==> src/shared/twc_pkg.sv <==
`default_nettype none
package twc_pkg;

  // ----------------------------------------------------------------
  // Sizes of the channel and its data path
  // ----------------------------------------------------------------
  localparam int NUM_CH         = 8;
  localparam int CH_W           = 3;
  localparam int UA_W           = 6;
  localparam int WORD_W         = 24;
  localparam int CHAR_W         = 6;
  localparam int CHARS_PER_WORD = 4;
  localparam int WC_W           = 9;
  localparam int ADDR_W         = 8;
  localparam int DATA_W         = 32;
  localparam int CODE_W         = 14;

  // ----------------------------------------------------------------
  // Command word fields
  // ----------------------------------------------------------------
  // The interlace alert is bit 9 counted from the most significant end.
  localparam int IL_DOC_BIT  = 9;
  localparam int IL_BIT      = WORD_W - 1 - IL_DOC_BIT;
  localparam int CH_SEL_LSB  = 24;
  localparam int EOR_REQ_BIT = 0;
  localparam logic [CODE_W-1:0] CODE_RD_KBD   = 14'h0581;
  localparam logic [CODE_W-1:0] CODE_TYPE_OUT = 14'h05a1;

  // Character codes on the typewriter path.
  localparam logic [CHAR_W-1:0] CHAR_CR    = 6'h2a;
  localparam logic [CHAR_W-1:0] CHAR_SPACE = 6'h0a;

  // ----------------------------------------------------------------
  // Register offsets
  // ----------------------------------------------------------------
  localparam logic [ADDR_W-1:0] OFS_DEV_SEL    = 8'h00;
  localparam logic [ADDR_W-1:0] OFS_DISCONNECT = 8'h04;
  localparam logic [ADDR_W-1:0] OFS_TERM_OUT   = 8'h08;
  localparam logic [ADDR_W-1:0] OFS_XFER_CTRL  = 8'h0c;
  localparam logic [ADDR_W-1:0] OFS_WORD_COUNT = 8'h10;
  localparam logic [ADDR_W-1:0] OFS_DATA       = 8'h14;
  localparam logic [ADDR_W-1:0] OFS_INT_STAT   = 8'h18;
  localparam logic [ADDR_W-1:0] OFS_INT_CLR    = 8'h1c;
  localparam logic [ADDR_W-1:0] OFS_INT_EN     = 8'h20;
  localparam logic [ADDR_W-1:0] OFS_CHAN_STAT  = 8'h24;
  localparam logic [ADDR_W-1:0] OFS_CAT_BASE   = 8'h40;

  // ----------------------------------------------------------------
  // Interrupt status bits and reset values
  // ----------------------------------------------------------------
  localparam int INT_W       = 6;
  localparam int INT_EOR     = 0;
  localparam int INT_WC_ZERO = 1;
  localparam int INT_ERROR   = 2;
  localparam int INT_WORD_IN = 3;
  localparam int INT_WORD_OUT= 4;
  localparam int INT_CR      = 5;
  localparam logic [INT_W-1:0] RST_INT_EN = 6'h00;
  localparam logic [UA_W-1:0]  RST_UA     = 6'h00;
  localparam logic [WC_W-1:0]  RST_WC     = 9'h000;

  typedef enum logic [2:0] {
    ST_IDLE      = 3'b000,
    ST_IN        = 3'b001,
    ST_OUT_EMPTY = 3'b010,
    ST_OUT_SEND  = 3'b011,
    ST_OUT_WAIT  = 3'b100
  } twc_state_t;

endpackage
`default_nettype wire

==> src/hdl/twc_chan_ctrl.sv <==
`timescale 1ns/1ps
`default_nettype none
// Notes on behaviour
// - One activity lamp per channel, lit while that channel is active.
// - Channel error lamp sets on an I/O error, clears on device select.
// - Console reset clears every channel error lamp too.
// - Show the unit address of the switch-selected channel on six lamps.
// - Read keyboard connects, lights input lamp, packs four characters per word.
// - Type output connects, powers typewriter, unpacks four characters per word.
// - Interlaced output ends itself by clearing the unit address.
// - Channel active test skips only while the unit address is zero.
// - Parity or character rate error sets the channel error flip-flop.
// - Command bit 9 is the interlace alert for word-counted transfer.
// - Output count zero: disconnect after last character, then end-of-record interrupt.
// - Interlaced input disconnects when the word count reaches zero.
// - The typewriter has no ready test and is always ready.
// - Carriage return is code 052 octal, space is 012 octal.
module twc_chan_ctrl
  import twc_pkg::*;
#(
  parameter int TW_CHAN = 0
)
(
  input  wire logic              ref_clk_i,
  input  wire logic              rst_n_i,
  input  wire logic [ADDR_W-1:0] bus_addr_i,
  input  wire logic [DATA_W-1:0] bus_wdata_i,
  input  wire logic              bus_we_i,
  input  wire logic              bus_re_i,
  output logic      [DATA_W-1:0] bus_rdata_o,
  output logic                   irq_o,
  input  wire logic [CH_W-1:0]   chan_sel_i,
  input  wire logic              console_reset_i,
  input  wire logic [CHAR_W-1:0] tw_key_i,
  input  wire logic              tw_key_par_i,
  input  wire logic              tw_key_stb_i,
  input  wire logic              tw_done_i,
  output logic      [CHAR_W-1:0] tw_char_o,
  output logic                   tw_char_par_o,
  output logic                   tw_char_stb_o,
  output logic                   tw_input_lamp_o,
  output logic                   tw_power_o,
  output logic      [NUM_CH-1:0] active_lamp_o,
  output logic      [NUM_CH-1:0] error_lamp_o,
  output logic      [UA_W-1:0]   unit_addr_disp_o
);

  // ----------------------------------------------------------------
  // Pin synchronisers
  // ----------------------------------------------------------------
  localparam int SYNC_W = CH_W + CHAR_W + 4;

  logic [SYNC_W-1:0] meta_r;
  logic [SYNC_W-1:0] sync_r;
  logic              kstb_d_r;
  logic              done_d_r;

  // Key data is sampled with its strobe; the typewriter holds it steady long after.
  always_ff @(posedge ref_clk_i or negedge rst_n_i)
  begin
    if (!rst_n_i)
    begin
      meta_r   <= '0;
      sync_r   <= '0;
      kstb_d_r <= 1'b0;
      done_d_r <= 1'b0;
    end
    else
    begin
      meta_r   <= {chan_sel_i, console_reset_i, tw_key_i, tw_key_par_i, tw_key_stb_i, tw_done_i};
      sync_r   <= meta_r;
      kstb_d_r <= sync_r[1];
      done_d_r <= sync_r[0];
    end
  end

  logic [CH_W-1:0]   sel_s;
  logic              creset_s;
  logic [CHAR_W-1:0] key_s;
  logic              kpar_s;
  logic              key_evt;
  logic              done_evt;

  assign sel_s    = sync_r[SYNC_W-1 -: CH_W];
  assign creset_s = sync_r[CHAR_W+3];
  assign key_s    = sync_r[CHAR_W+2:3];
  assign kpar_s   = sync_r[2];
  assign key_evt  = sync_r[1] && !kstb_d_r;
  assign done_evt = sync_r[0] && !done_d_r;

  // ----------------------------------------------------------------
  // Command decode
  // ----------------------------------------------------------------
  logic [CH_W-1:0]   cmd_ch;
  logic [WORD_W-1:0] cmd_word;
  logic              wr_dev;
  logic              wr_dsc;
  logic              tw_sel;
  logic              read_keyboard_cmd;
  logic              type_output_cmd;
  logic              dsc_tw;
  logic              top_tw;

  assign cmd_ch   = bus_wdata_i[CH_SEL_LSB +: CH_W];
  assign cmd_word = bus_wdata_i[WORD_W-1:0];
  assign wr_dev   = bus_we_i && bus_addr_i == OFS_DEV_SEL;
  assign wr_dsc   = bus_we_i && bus_addr_i == OFS_DISCONNECT;
  assign tw_sel   = wr_dev && cmd_ch == CH_W'(TW_CHAN);
  // The typewriter is always ready, so connect never waits on a test.
  assign read_keyboard_cmd      = tw_sel && cmd_word[CODE_W-1:0] == CODE_RD_KBD;
  assign type_output_cmd      = tw_sel && cmd_word[CODE_W-1:0] == CODE_TYPE_OUT;
  assign dsc_tw   = wr_dsc && cmd_ch == CH_W'(TW_CHAN);
  assign top_tw   = bus_we_i && bus_addr_i == OFS_TERM_OUT && cmd_ch == CH_W'(TW_CHAN);

  // ----------------------------------------------------------------
  // Typewriter transfer state
  // ----------------------------------------------------------------
  twc_state_t           state_r;
  logic [WC_W-1:0]      wc_r;
  logic                 il_r;
  logic                 eor_req_r;
  logic                 top_pend_r;
  logic [WORD_W-1:0]    in_word_r;
  logic                 in_valid_r;
  logic [WORD_W-1:0]    out_word_r;
  logic                 out_valid_r;
  logic [WORD_W-1:0]    pk_word;
  logic [CHAR_W-1:0]    pk_char;
  logic                 pk_any;
  logic                 pk_full;
  logic [UA_W-1:0]      ua_r [NUM_CH];
  logic [NUM_CH-1:0]    err_r;
  logic [NUM_CH-1:0]    act_v;
  logic                 tw_active;

  logic wc_done;
  logic out_load;
  logic in_deliver;
  logic in_last;
  logic dsc_flush;
  logic key_take;
  logic rate_err;
  logic par_err;
  logic tw_err_evt;
  logic out_fin;
  logic tw_term;
  logic rd_data;

  assign tw_active  = |ua_r[TW_CHAN];
  assign wc_done    = il_r && wc_r == '0;
  assign out_load   = state_r == ST_OUT_EMPTY && out_valid_r && !wc_done;
  assign out_fin    = state_r == ST_OUT_EMPTY && (wc_done || (top_pend_r && !out_valid_r));
  assign in_deliver = state_r == ST_IN && pk_full && !in_valid_r;
  assign in_last    = in_deliver && il_r && wc_r == WC_W'(1);
  assign tw_term    = out_fin || in_last;
  // A disconnect mid-word hands over the characters already typed if the holding register is empty.
  assign dsc_flush  = dsc_tw && state_r == ST_IN && pk_any && !pk_full && !in_valid_r;
  assign key_take   = state_r == ST_IN && key_evt && !pk_full;
  assign rate_err   = state_r == ST_IN && key_evt && pk_full;
  assign par_err    = key_take && !(^{kpar_s, key_s});
  assign tw_err_evt = rate_err || par_err;
  assign rd_data    = bus_re_i && bus_addr_i == OFS_DATA;

  twc_char_pack u_pack (
    .ref_clk_i (ref_clk_i),
    .rst_n_i   (rst_n_i),
    .clear_i   (read_keyboard_cmd || type_output_cmd || in_deliver || dsc_tw || creset_s),
    .load_i    (out_load),
    .word_i    (out_word_r),
    .put_i     (key_take),
    .char_i    (key_s),
    .take_i    (state_r == ST_OUT_SEND),
    .word_o    (pk_word),
    .char_o    (pk_char),
    .any_o     (pk_any),
    .full_o    (pk_full)
  );

  // Transfer sequencer; any disconnect path wins over normal stepping.
  always_ff @(posedge ref_clk_i or negedge rst_n_i)
  begin
    if (!rst_n_i)
      state_r <= ST_IDLE;
    else if (creset_s || dsc_tw || tw_term)
      state_r <= ST_IDLE;
    else if (read_keyboard_cmd)
      state_r <= ST_IN;
    else if (type_output_cmd)
      state_r <= ST_OUT_EMPTY;
    else if (tw_sel)
      state_r <= ST_IDLE;
    else
      case (state_r)
        ST_OUT_EMPTY: if (out_load) state_r <= ST_OUT_SEND;
        ST_OUT_SEND:  state_r <= ST_OUT_WAIT;
        ST_OUT_WAIT:  if (done_evt) state_r <= pk_full ? ST_OUT_EMPTY : ST_OUT_SEND;
        default:      state_r <= state_r;
      endcase
  end

  // Word count, interlace alert, and the pending terminate-output request.
  always_ff @(posedge ref_clk_i or negedge rst_n_i)
  begin
    if (!rst_n_i)
    begin
      wc_r       <= RST_WC;
      il_r       <= 1'b0;
      eor_req_r  <= 1'b0;
      top_pend_r <= 1'b0;
    end
    else
    begin
      if (bus_we_i && bus_addr_i == OFS_WORD_COUNT)
        wc_r <= bus_wdata_i[WC_W-1:0];
      else if ((out_load || in_deliver) && il_r && wc_r != '0)
        wc_r <= wc_r - 1'b1;
      if (read_keyboard_cmd || type_output_cmd)
        il_r <= cmd_word[IL_BIT];
      if (bus_we_i && bus_addr_i == OFS_XFER_CTRL)
        eor_req_r <= bus_wdata_i[EOR_REQ_BIT];
      if (read_keyboard_cmd || type_output_cmd || tw_term || creset_s)
        top_pend_r <= 1'b0;
      else if (top_tw && tw_active)
        top_pend_r <= 1'b1;
    end
  end

  // Word holding registers to and from software; a new event wins over a read.
  always_ff @(posedge ref_clk_i or negedge rst_n_i)
  begin
    if (!rst_n_i)
    begin
      in_word_r   <= '0;
      in_valid_r  <= 1'b0;
      out_word_r  <= '0;
      out_valid_r <= 1'b0;
    end
    else
    begin
      if (in_deliver || dsc_flush)
      begin
        in_word_r  <= pk_word;
        in_valid_r <= 1'b1;
      end
      else if (rd_data || creset_s)
        in_valid_r <= 1'b0;
      if (bus_we_i && bus_addr_i == OFS_DATA)
      begin
        out_word_r  <= bus_wdata_i[WORD_W-1:0];
        out_valid_r <= 1'b1;
      end
      else if (out_load || creset_s || type_output_cmd)
        out_valid_r <= 1'b0;
    end
  end

  // Character toward the typewriter, with odd parity added.
  always_ff @(posedge ref_clk_i or negedge rst_n_i)
  begin
    if (!rst_n_i)
    begin
      tw_char_o     <= CHAR_SPACE;
      tw_char_par_o <= 1'b0;
      tw_char_stb_o <= 1'b0;
    end
    else
    begin
      tw_char_stb_o <= state_r == ST_OUT_SEND;
      if (state_r == ST_OUT_SEND)
      begin
        tw_char_o     <= pk_char;
        tw_char_par_o <= ~^pk_char;
      end
    end
  end

  // Typewriter lamps follow the connect command and drop when inactive.
  always_ff @(posedge ref_clk_i or negedge rst_n_i)
  begin
    if (!rst_n_i)
    begin
      tw_input_lamp_o <= 1'b0;
      tw_power_o      <= 1'b0;
    end
    else if (read_keyboard_cmd || type_output_cmd)
    begin
      tw_input_lamp_o <= read_keyboard_cmd;
      tw_power_o      <= 1'b1;
    end
    else if (!tw_active)
    begin
      tw_input_lamp_o <= 1'b0;
      tw_power_o      <= 1'b0;
    end
  end

  // ----------------------------------------------------------------
  // Per-channel unit address, error flip-flop and lamps
  // ----------------------------------------------------------------
  genvar g;
  generate
    for (g = 0; g < NUM_CH; g++)
    begin : g_ch
      logic hit;
      assign hit      = cmd_ch == CH_W'(g);
      assign act_v[g] = |ua_r[g];

      // Nonzero unit address is the active state itself.
      always_ff @(posedge ref_clk_i or negedge rst_n_i)
      begin
        if (!rst_n_i)
          ua_r[g] <= RST_UA;
        else if (creset_s)
          ua_r[g] <= RST_UA;
        else if (wr_dev && hit)
          ua_r[g] <= cmd_word[UA_W-1:0];
        else if ((wr_dsc && hit) || (g == TW_CHAN && tw_term))
          ua_r[g] <= RST_UA;
      end

      // An error in the same cycle as a device select is kept.
      always_ff @(posedge ref_clk_i or negedge rst_n_i)
      begin
        if (!rst_n_i)
          err_r[g] <= 1'b0;
        else if (creset_s)
          err_r[g] <= 1'b0;
        else if (g == TW_CHAN && tw_err_evt)
          err_r[g] <= 1'b1;
        else if (wr_dev && hit)
          err_r[g] <= 1'b0;
      end

      always_ff @(posedge ref_clk_i or negedge rst_n_i)
      begin
        if (!rst_n_i)
        begin
          active_lamp_o[g] <= 1'b0;
          error_lamp_o[g]  <= 1'b0;
        end
        else
        begin
          active_lamp_o[g] <= act_v[g];
          error_lamp_o[g]  <= err_r[g];
        end
      end
    end
  endgenerate

  // Unit address display of the switch-selected channel.
  always_ff @(posedge ref_clk_i or negedge rst_n_i)
  begin
    if (!rst_n_i)
      unit_addr_disp_o <= RST_UA;
    else
      unit_addr_disp_o <= ua_r[sel_s];
  end

  // ----------------------------------------------------------------
  // Interrupts
  // ----------------------------------------------------------------
  logic [INT_W-1:0] int_stat_r;
  logic [INT_W-1:0] int_en_r;
  logic [INT_W-1:0] int_ev;
  logic [INT_W-1:0] int_clr;

  always_comb
  begin
    int_ev               = '0;
    int_ev[INT_EOR]      = out_fin && wc_done && eor_req_r;
    int_ev[INT_WC_ZERO]  = in_last || (out_fin && wc_done);
    int_ev[INT_ERROR]    = tw_err_evt;
    int_ev[INT_WORD_IN]  = in_deliver || dsc_flush;
    int_ev[INT_WORD_OUT] = out_load;
    int_ev[INT_CR]       = key_take && key_s == CHAR_CR;
  end

  assign int_clr = (bus_we_i && bus_addr_i == OFS_INT_CLR) ? bus_wdata_i[INT_W-1:0] : '0;

  // A new event beats a clear of the same bit.
  always_ff @(posedge ref_clk_i or negedge rst_n_i)
  begin
    if (!rst_n_i)
    begin
      int_stat_r <= '0;
      int_en_r   <= RST_INT_EN;
      irq_o      <= 1'b0;
    end
    else
    begin
      int_stat_r <= (int_stat_r & ~int_clr) | int_ev;
      if (bus_we_i && bus_addr_i == OFS_INT_EN)
        int_en_r <= bus_wdata_i[INT_W-1:0];
      irq_o <= |(int_stat_r & int_en_r);
    end
  end

  // ----------------------------------------------------------------
  // Register read port
  // ----------------------------------------------------------------
  // Read data stand only in the cycle after the strobe; otherwise zero.
  always_ff @(posedge ref_clk_i or negedge rst_n_i)
  begin
    if (!rst_n_i)
      bus_rdata_o <= '0;
    else if (!bus_re_i)
      bus_rdata_o <= '0;
    else
      case (bus_addr_i)
        OFS_DATA:       bus_rdata_o <= {{(DATA_W-WORD_W){1'b0}}, in_word_r};
        OFS_INT_STAT:   bus_rdata_o <= {{(DATA_W-INT_W){1'b0}}, int_stat_r};
        OFS_INT_EN:     bus_rdata_o <= {{(DATA_W-INT_W){1'b0}}, int_en_r};
        OFS_WORD_COUNT: bus_rdata_o <= {{(DATA_W-WC_W){1'b0}}, wc_r};
        OFS_XFER_CTRL:  bus_rdata_o <= {30'h0, il_r, eor_req_r};
        OFS_CHAN_STAT:  bus_rdata_o <= {10'h0, state_r, out_valid_r, in_valid_r, 1'b1, err_r, act_v};
        default:
          if (bus_addr_i[7:5] == OFS_CAT_BASE[7:5] && bus_addr_i[1:0] == 2'b00)
            bus_rdata_o <= {31'h0, !act_v[bus_addr_i[4:2]]};
          else
            bus_rdata_o <= '0;
      endcase
  end
endmodule
`default_nettype wire

==> src/hdl/twc_char_pack.sv <==
`timescale 1ns/1ps
`default_nettype none
// Packs characters into a word or unpacks a word into characters, first
// character in the most significant slot; unused slots hold the pad code.
module twc_char_pack
  import twc_pkg::*;
#(
  parameter int                CW  = CHAR_W,
  parameter int                NC  = CHARS_PER_WORD,
  parameter logic [CHAR_W-1:0] PAD = CHAR_SPACE
)
(
  input  wire logic             ref_clk_i,
  input  wire logic             rst_n_i,
  input  wire logic             clear_i,
  input  wire logic             load_i,
  input  wire logic [NC*CW-1:0] word_i,
  input  wire logic             put_i,
  input  wire logic [CW-1:0]    char_i,
  input  wire logic             take_i,
  output logic      [NC*CW-1:0] word_o,
  output logic      [CW-1:0]    char_o,
  output logic                  any_o,
  output logic                  full_o
);

  localparam int CNT_W = $clog2(NC + 1);
  localparam int IDX_W = $clog2(NC);

  logic [CNT_W-1:0] cnt_r;
  logic [CW-1:0]    slot_r [NC];

  // Slot pointer; it stops at a full word so a stray strobe cannot wrap it.
  always_ff @(posedge ref_clk_i or negedge rst_n_i)
  begin
    if (!rst_n_i)
      cnt_r <= '0;
    else if (clear_i || load_i)
      cnt_r <= '0;
    else if ((put_i || take_i) && !full_o)
      cnt_r <= cnt_r + 1'b1;
  end

  genvar g;
  generate
    for (g = 0; g < NC; g++)
    begin : g_slot
      // A cleared slot holds the pad so a partial word is padded for free.
      always_ff @(posedge ref_clk_i or negedge rst_n_i)
      begin
        if (!rst_n_i)
          slot_r[g] <= PAD;
        else if (clear_i)
          slot_r[g] <= PAD;
        else if (load_i)
          slot_r[g] <= word_i[(NC-1-g)*CW +: CW];
        else if (put_i && cnt_r == CNT_W'(g))
          slot_r[g] <= char_i;
      end
      assign word_o[(NC-1-g)*CW +: CW] = slot_r[g];
    end
  endgenerate

  // The current slot is the next one to send.
  // The pointer is one bit wider than a slot index; a full word never indexes.
  assign char_o = full_o ? PAD : slot_r[IDX_W'(cnt_r)];
  assign full_o = (cnt_r == CNT_W'(NC));
  assign any_o  = (cnt_r != '0);

endmodule
`default_nettype wire

==> config.mk <==
export PLATFORM = sky130hd
export DESIGN_NAME = twc_chan_ctrl
export DESIGN_NICKNAME = d
export VERILOG_FILES = /design/src/shared/twc_pkg.sv /design/src/hdl/twc_chan_ctrl.sv /design/src/hdl/twc_char_pack.sv
export SDC_FILE = /design/constraint.sdc
export NUM_CORES = 1
export LEC_CHECK = 0
export BUFFER_PORTS_ARGS = -buffer_cell sky130_fd_sc_hd__buf_2
export CAP_MARGIN = 20
export CORE_ASPECT_RATIO = 1.75
export CORE_MARGIN = 10
export CORE_UTILIZATION = 48
export CTS_CLUSTER_DIAMETER = 100
export CTS_CLUSTER_SIZE = 10
export DETAILED_ROUTE_END_ITERATION = 12
export PLACE_DENSITY = 0.68
export SETUP_SLACK_MARGIN = 0.3
export SYNTH_ARGS = -nofsm -noshare
export SYNTH_HDL_FRONTEND = slang
export SYNTH_HIERARCHICAL = 1
export SYNTH_SLANG_ARGS = --single-unit
==> constraint.sdc <==
create_clock -name ref_clk_i -period 7.4 [get_ports ref_clk_i]
set_input_delay 0.74 -clock ref_clk_i [delete_from_list [all_inputs] [get_ports ref_clk_i]]
set_output_delay 0.74 -clock ref_clk_i [all_outputs]
set_load 0.05 [all_outputs]
==> impl_metrics.py <==
metrics = {
    "outcome": {
        "status": "finished clean",
    },
    "synthesis": {
        "synth_cell_types": 66,
        "synth_top_family_by_area": "multiplexers",
        "synth_top_cell_by_area": "dfrtp_1",
        "yosysTopAreaCellShare_pct": 53.48,
        "synth.most_common_cell": "dfrtp_1",
        "synth_area_leaders": "dfrtp_1, mux2_2, mux4_2",
        "synth_simple_gate_area_share_pct": 12.12,
        "yosys_warnings": 6,
        "synth_common_cells": "dfrtp_1, mux2_2, nand2_1",
        "syn_area_um2": 10340,
        "synth-adder-area-share_pct": 1.331,
        "synthCells": 844,
        "synth-compound-area-share_pct": 12.03,
        "syn_avg_cell_area_um2": 12.25,
        "synth_xor_area_share_pct": 1.440,
        "synth_edf_count": 0,
        "synth-main-ff-cell": "dfrtp_1",
        "async_flop_share_pct": 100.0,
        "synthMuxAreaShare_pct": 12.97,
        "yosys_register_bits": 231,
        "yosysSeqAreaShare_pct": 56.02,
    },
    "clocking": {
        "cts.htree.levels": 1,
        "cts_buffers": 27,
        "clock_latency_ns": 0.54,
        "cts_root_buf": "clkbuf_16",
        "cts_tree": "built",
        "cts.clk_slew.worst_paths_ns": 0.05,
        "post_cts_buffers": 0,
        "postCtsResizedCells": 0,
        "cts.sinks": 231,
        "ctsHoldBuffers": 0,
        "ctsLongestPathBuffers": 3,
    },
    "routing": {
        "drcViolationCount": 0,
        "drt_iter0_markers": 468,
        "avgRoutedWirePerCell_um": 23.33,
        "drt_pass1_iterations": 5,
        "ant_nets": 0,
        "via_per_inst": 5.915,
        "num_vias": 7134,
        "wl_um": 28130,
    },
    "timing": {
        "max_freq_mhz": 260.9,
        "hold_viol": 0,
        "post-route-period-util_pct": 51.80,
        "setup_viol": 0,
        "worstMarginPinSlew_ns": 1.135,
        "relSlewSlack_pct": 23.84,
        "period_needed_ns": 3.833,
        "grt_setup_unrepaired": "false",
        "setup_tns_ns": 0,
        "maxSlewViolCount": 0,
        "fin_skew_ns": 0.01161,
    },
    "worst_setup_path": {
        "cpLargestDelayFamily": "simple AND/OR/NAND/NOR gates",
        "path_buf_inv": 1,
        "required_ns": 7.81,
        "end_kind": "register",
        "path_cells": "inv_1, ha_1, and2_1, nor2b_1, a211oi_1, nand2_1, or2_1, or2_1, mux2_4",
        "criticalPathCategory": "reg2reg",
        "critPathMaxFanout": 21,
        "crit_path_top_delay_cell": "dfrtp_1",
        "path_common_cell": "or2_1",
        "slowest_delay_ns": 0.72,
        "rr_worst_depth": 9,
        "worstSetupStartpointType": "register",
        "cp_data_arrival_time_ns": 4.24,
        "cp.depth": 9,
    },
    "die": {
        "rows": 71,
        "dieHeight_um": 214.2,
        "die_area_um2": 28050,
        "die_w_um": 131.0,
        "start_util_pct": 48.50,
        "coreArea_um2": 21320,
        "ios": 122,
    },
    "placed_design": {
        "portBuffers": 101,
        "place_area_um2": 10930,
        "dp.cells": 1157,
        "gp_congestion": 0.9317,
        "hpwlAfterDp_um": 21100,
    },
    "layout": {
        "nets": 999,
        "final_cells": 1206,
        "final_cell_area_um2": 11700,
        "areaGrowthSynthToFinish_pct": 13.10,
        "drive_gt1_share_pct": 27.13,
        "n_antenna_cell": 0,
    },
    "global_routing": {
        "grt_pass1_vias": 7760,
        "grt_pass1_wl_um": 43460,
        "gr-usage-all-layers_pct": 20.23,
        "grt_start_max_net_pins": 131,
        "antenna_found_initial": 0,
        "grt_overflow": 0,
    },
    "power_and_ir_drop": {
        "ir_drop_uv": 225.6,
        "cellPowerDensity_nw_per_um2": 230.6,
        "p_leak_nw": 5.554,
    },
    "run": {
        "cap_violations": 0,
    },
    "worst_hold_path": {
        "hold_path_class": "in2async",
    },
}
state kept, by name, indices dropped and copies added, names as in the netlist, 3 cells and up:
register and flops:
active_lamp_o 8, int_stat_r 6, bus_rdata_o 24, u_pack/cnt_r 3, u_pack/word_o 24, sync_r 13
tw_char_o 6, unit_addr_disp_o 6, out_word_r 24, meta_r 13, in_word_r 24, wc_r 9
state_r 3, int_en_r 6, ua_r 48
power by group:
part	internal, mW	total [mW]	switching (mW)
combinational	0.0612	0.182	0.121
sequential	1.30	1.34	0.0345
clock	0.682	1.18	0.496
cells in the final DEF, fill, tap and decap left out, types with 12 or more instances in the layout:
| cell | count |
|---|---|
| mux4_2 | 19 |
| buf_2 | 100 |
| clkbuf_1 | 21 |
| clkbuf_16 | 27 |
| and3_1 | 13 |
| a22o_1 | 42 |
| inv_1 | 17 |
| nor3_1 | 13 |
| mux2_2 | 74 |
| a31oi_1 | 16 |
| nand2_1 | 72 |
| nor2b_1 | 16 |
| dfrtp_1 | 221 |
| a21oi_1 | 33 |
| o21ai_0 | 14 |
| conb_1 | 15 |
| a22oi_1 | 12 |
| nor2_1 | 40 |
through the flow:
stage               util (%)  setup slack, ns  total power, mW  hold WS (ns)
finish                 54.86            3.567            2.698        0.2808
CTS                    54.86            3.592            2.723        0.2865
detailed placement     51.28            3.407            1.542        0.3347
global route           54.86            3.377            2.793        0.2898
floorplan                  -            4.408            1.463        0.3312
global placement       51.28            3.442            1.537        0.3315
path summary, 6_finish.rpt:
kind,start,endpoint,slack [ns]
max,u_pack/cnt_r[0]$_DFFE_PN0P_,u_pack/word_o[23]$_DFFE_PN0P_,3.57
min,rst_n_i,bus_rdata_o[9]$_DFF_PN0_,0.28
max reg2reg,u_pack/cnt_r[0]$_DFFE_PN0P_,u_pack/word_o[23]$_DFFE_PN0P_,3.57
min reg2reg,meta_r[12]$_DFF_PN0_,sync_r[12]$_DFF_PN0_,0.34
max in group asynchronous,rst_n_i,meta_r[0]$_DFF_PN0_,5.63
min in group ref_clk_i,chan_sel_i[0],meta_r[10]$_DFF_PN0_,0.31
final cells by class:
| cell class | count | area (um^2) |
|---|---|---|
| tap | 255 | 319.1 |
| sequential | 231 | 5793 |
| clock inverter | 1 | 8.758 |
| timing repair buffer | 109 | 575.6 |
| multi-input combinational | 545 | 4182 |
| clock buffer | 48 | 754.5 |
| inverter | 17 | 63.81 |
| fill | 1866 | 9624 |
logic make-up after synthesis:
| family | count (synthesis) |
|---|---|
| other | 1 |
| muxes | 99 |
| adders and majority gates | 11 |
| AOI/OAI and AO/OA | 168 |
| DFF | 231 |
| buffers and inverters | 82 |
| xor gates and xnor gates | 17 |
| and+or+nand+nor | 235 |
metal layers:
| layer | global-route usage [%] | wire (um) | vias up | part of all wire, % |
|---|---|---|---|---|
| li1 | - | - | 3233 | - |
| met1 | 19.86 | 9463 | 3594 | 34 |
| met2 | 36.72 | 15380 | 219 | 55 |
| met3 | 3.168 | 1192 | 88 | 4.2 |
| met4 | 14.45 | 2094 | 0 | 7.4 |
| met5 | 0 | 0 | - | 0 |
(Power assumes the default switching activity.)
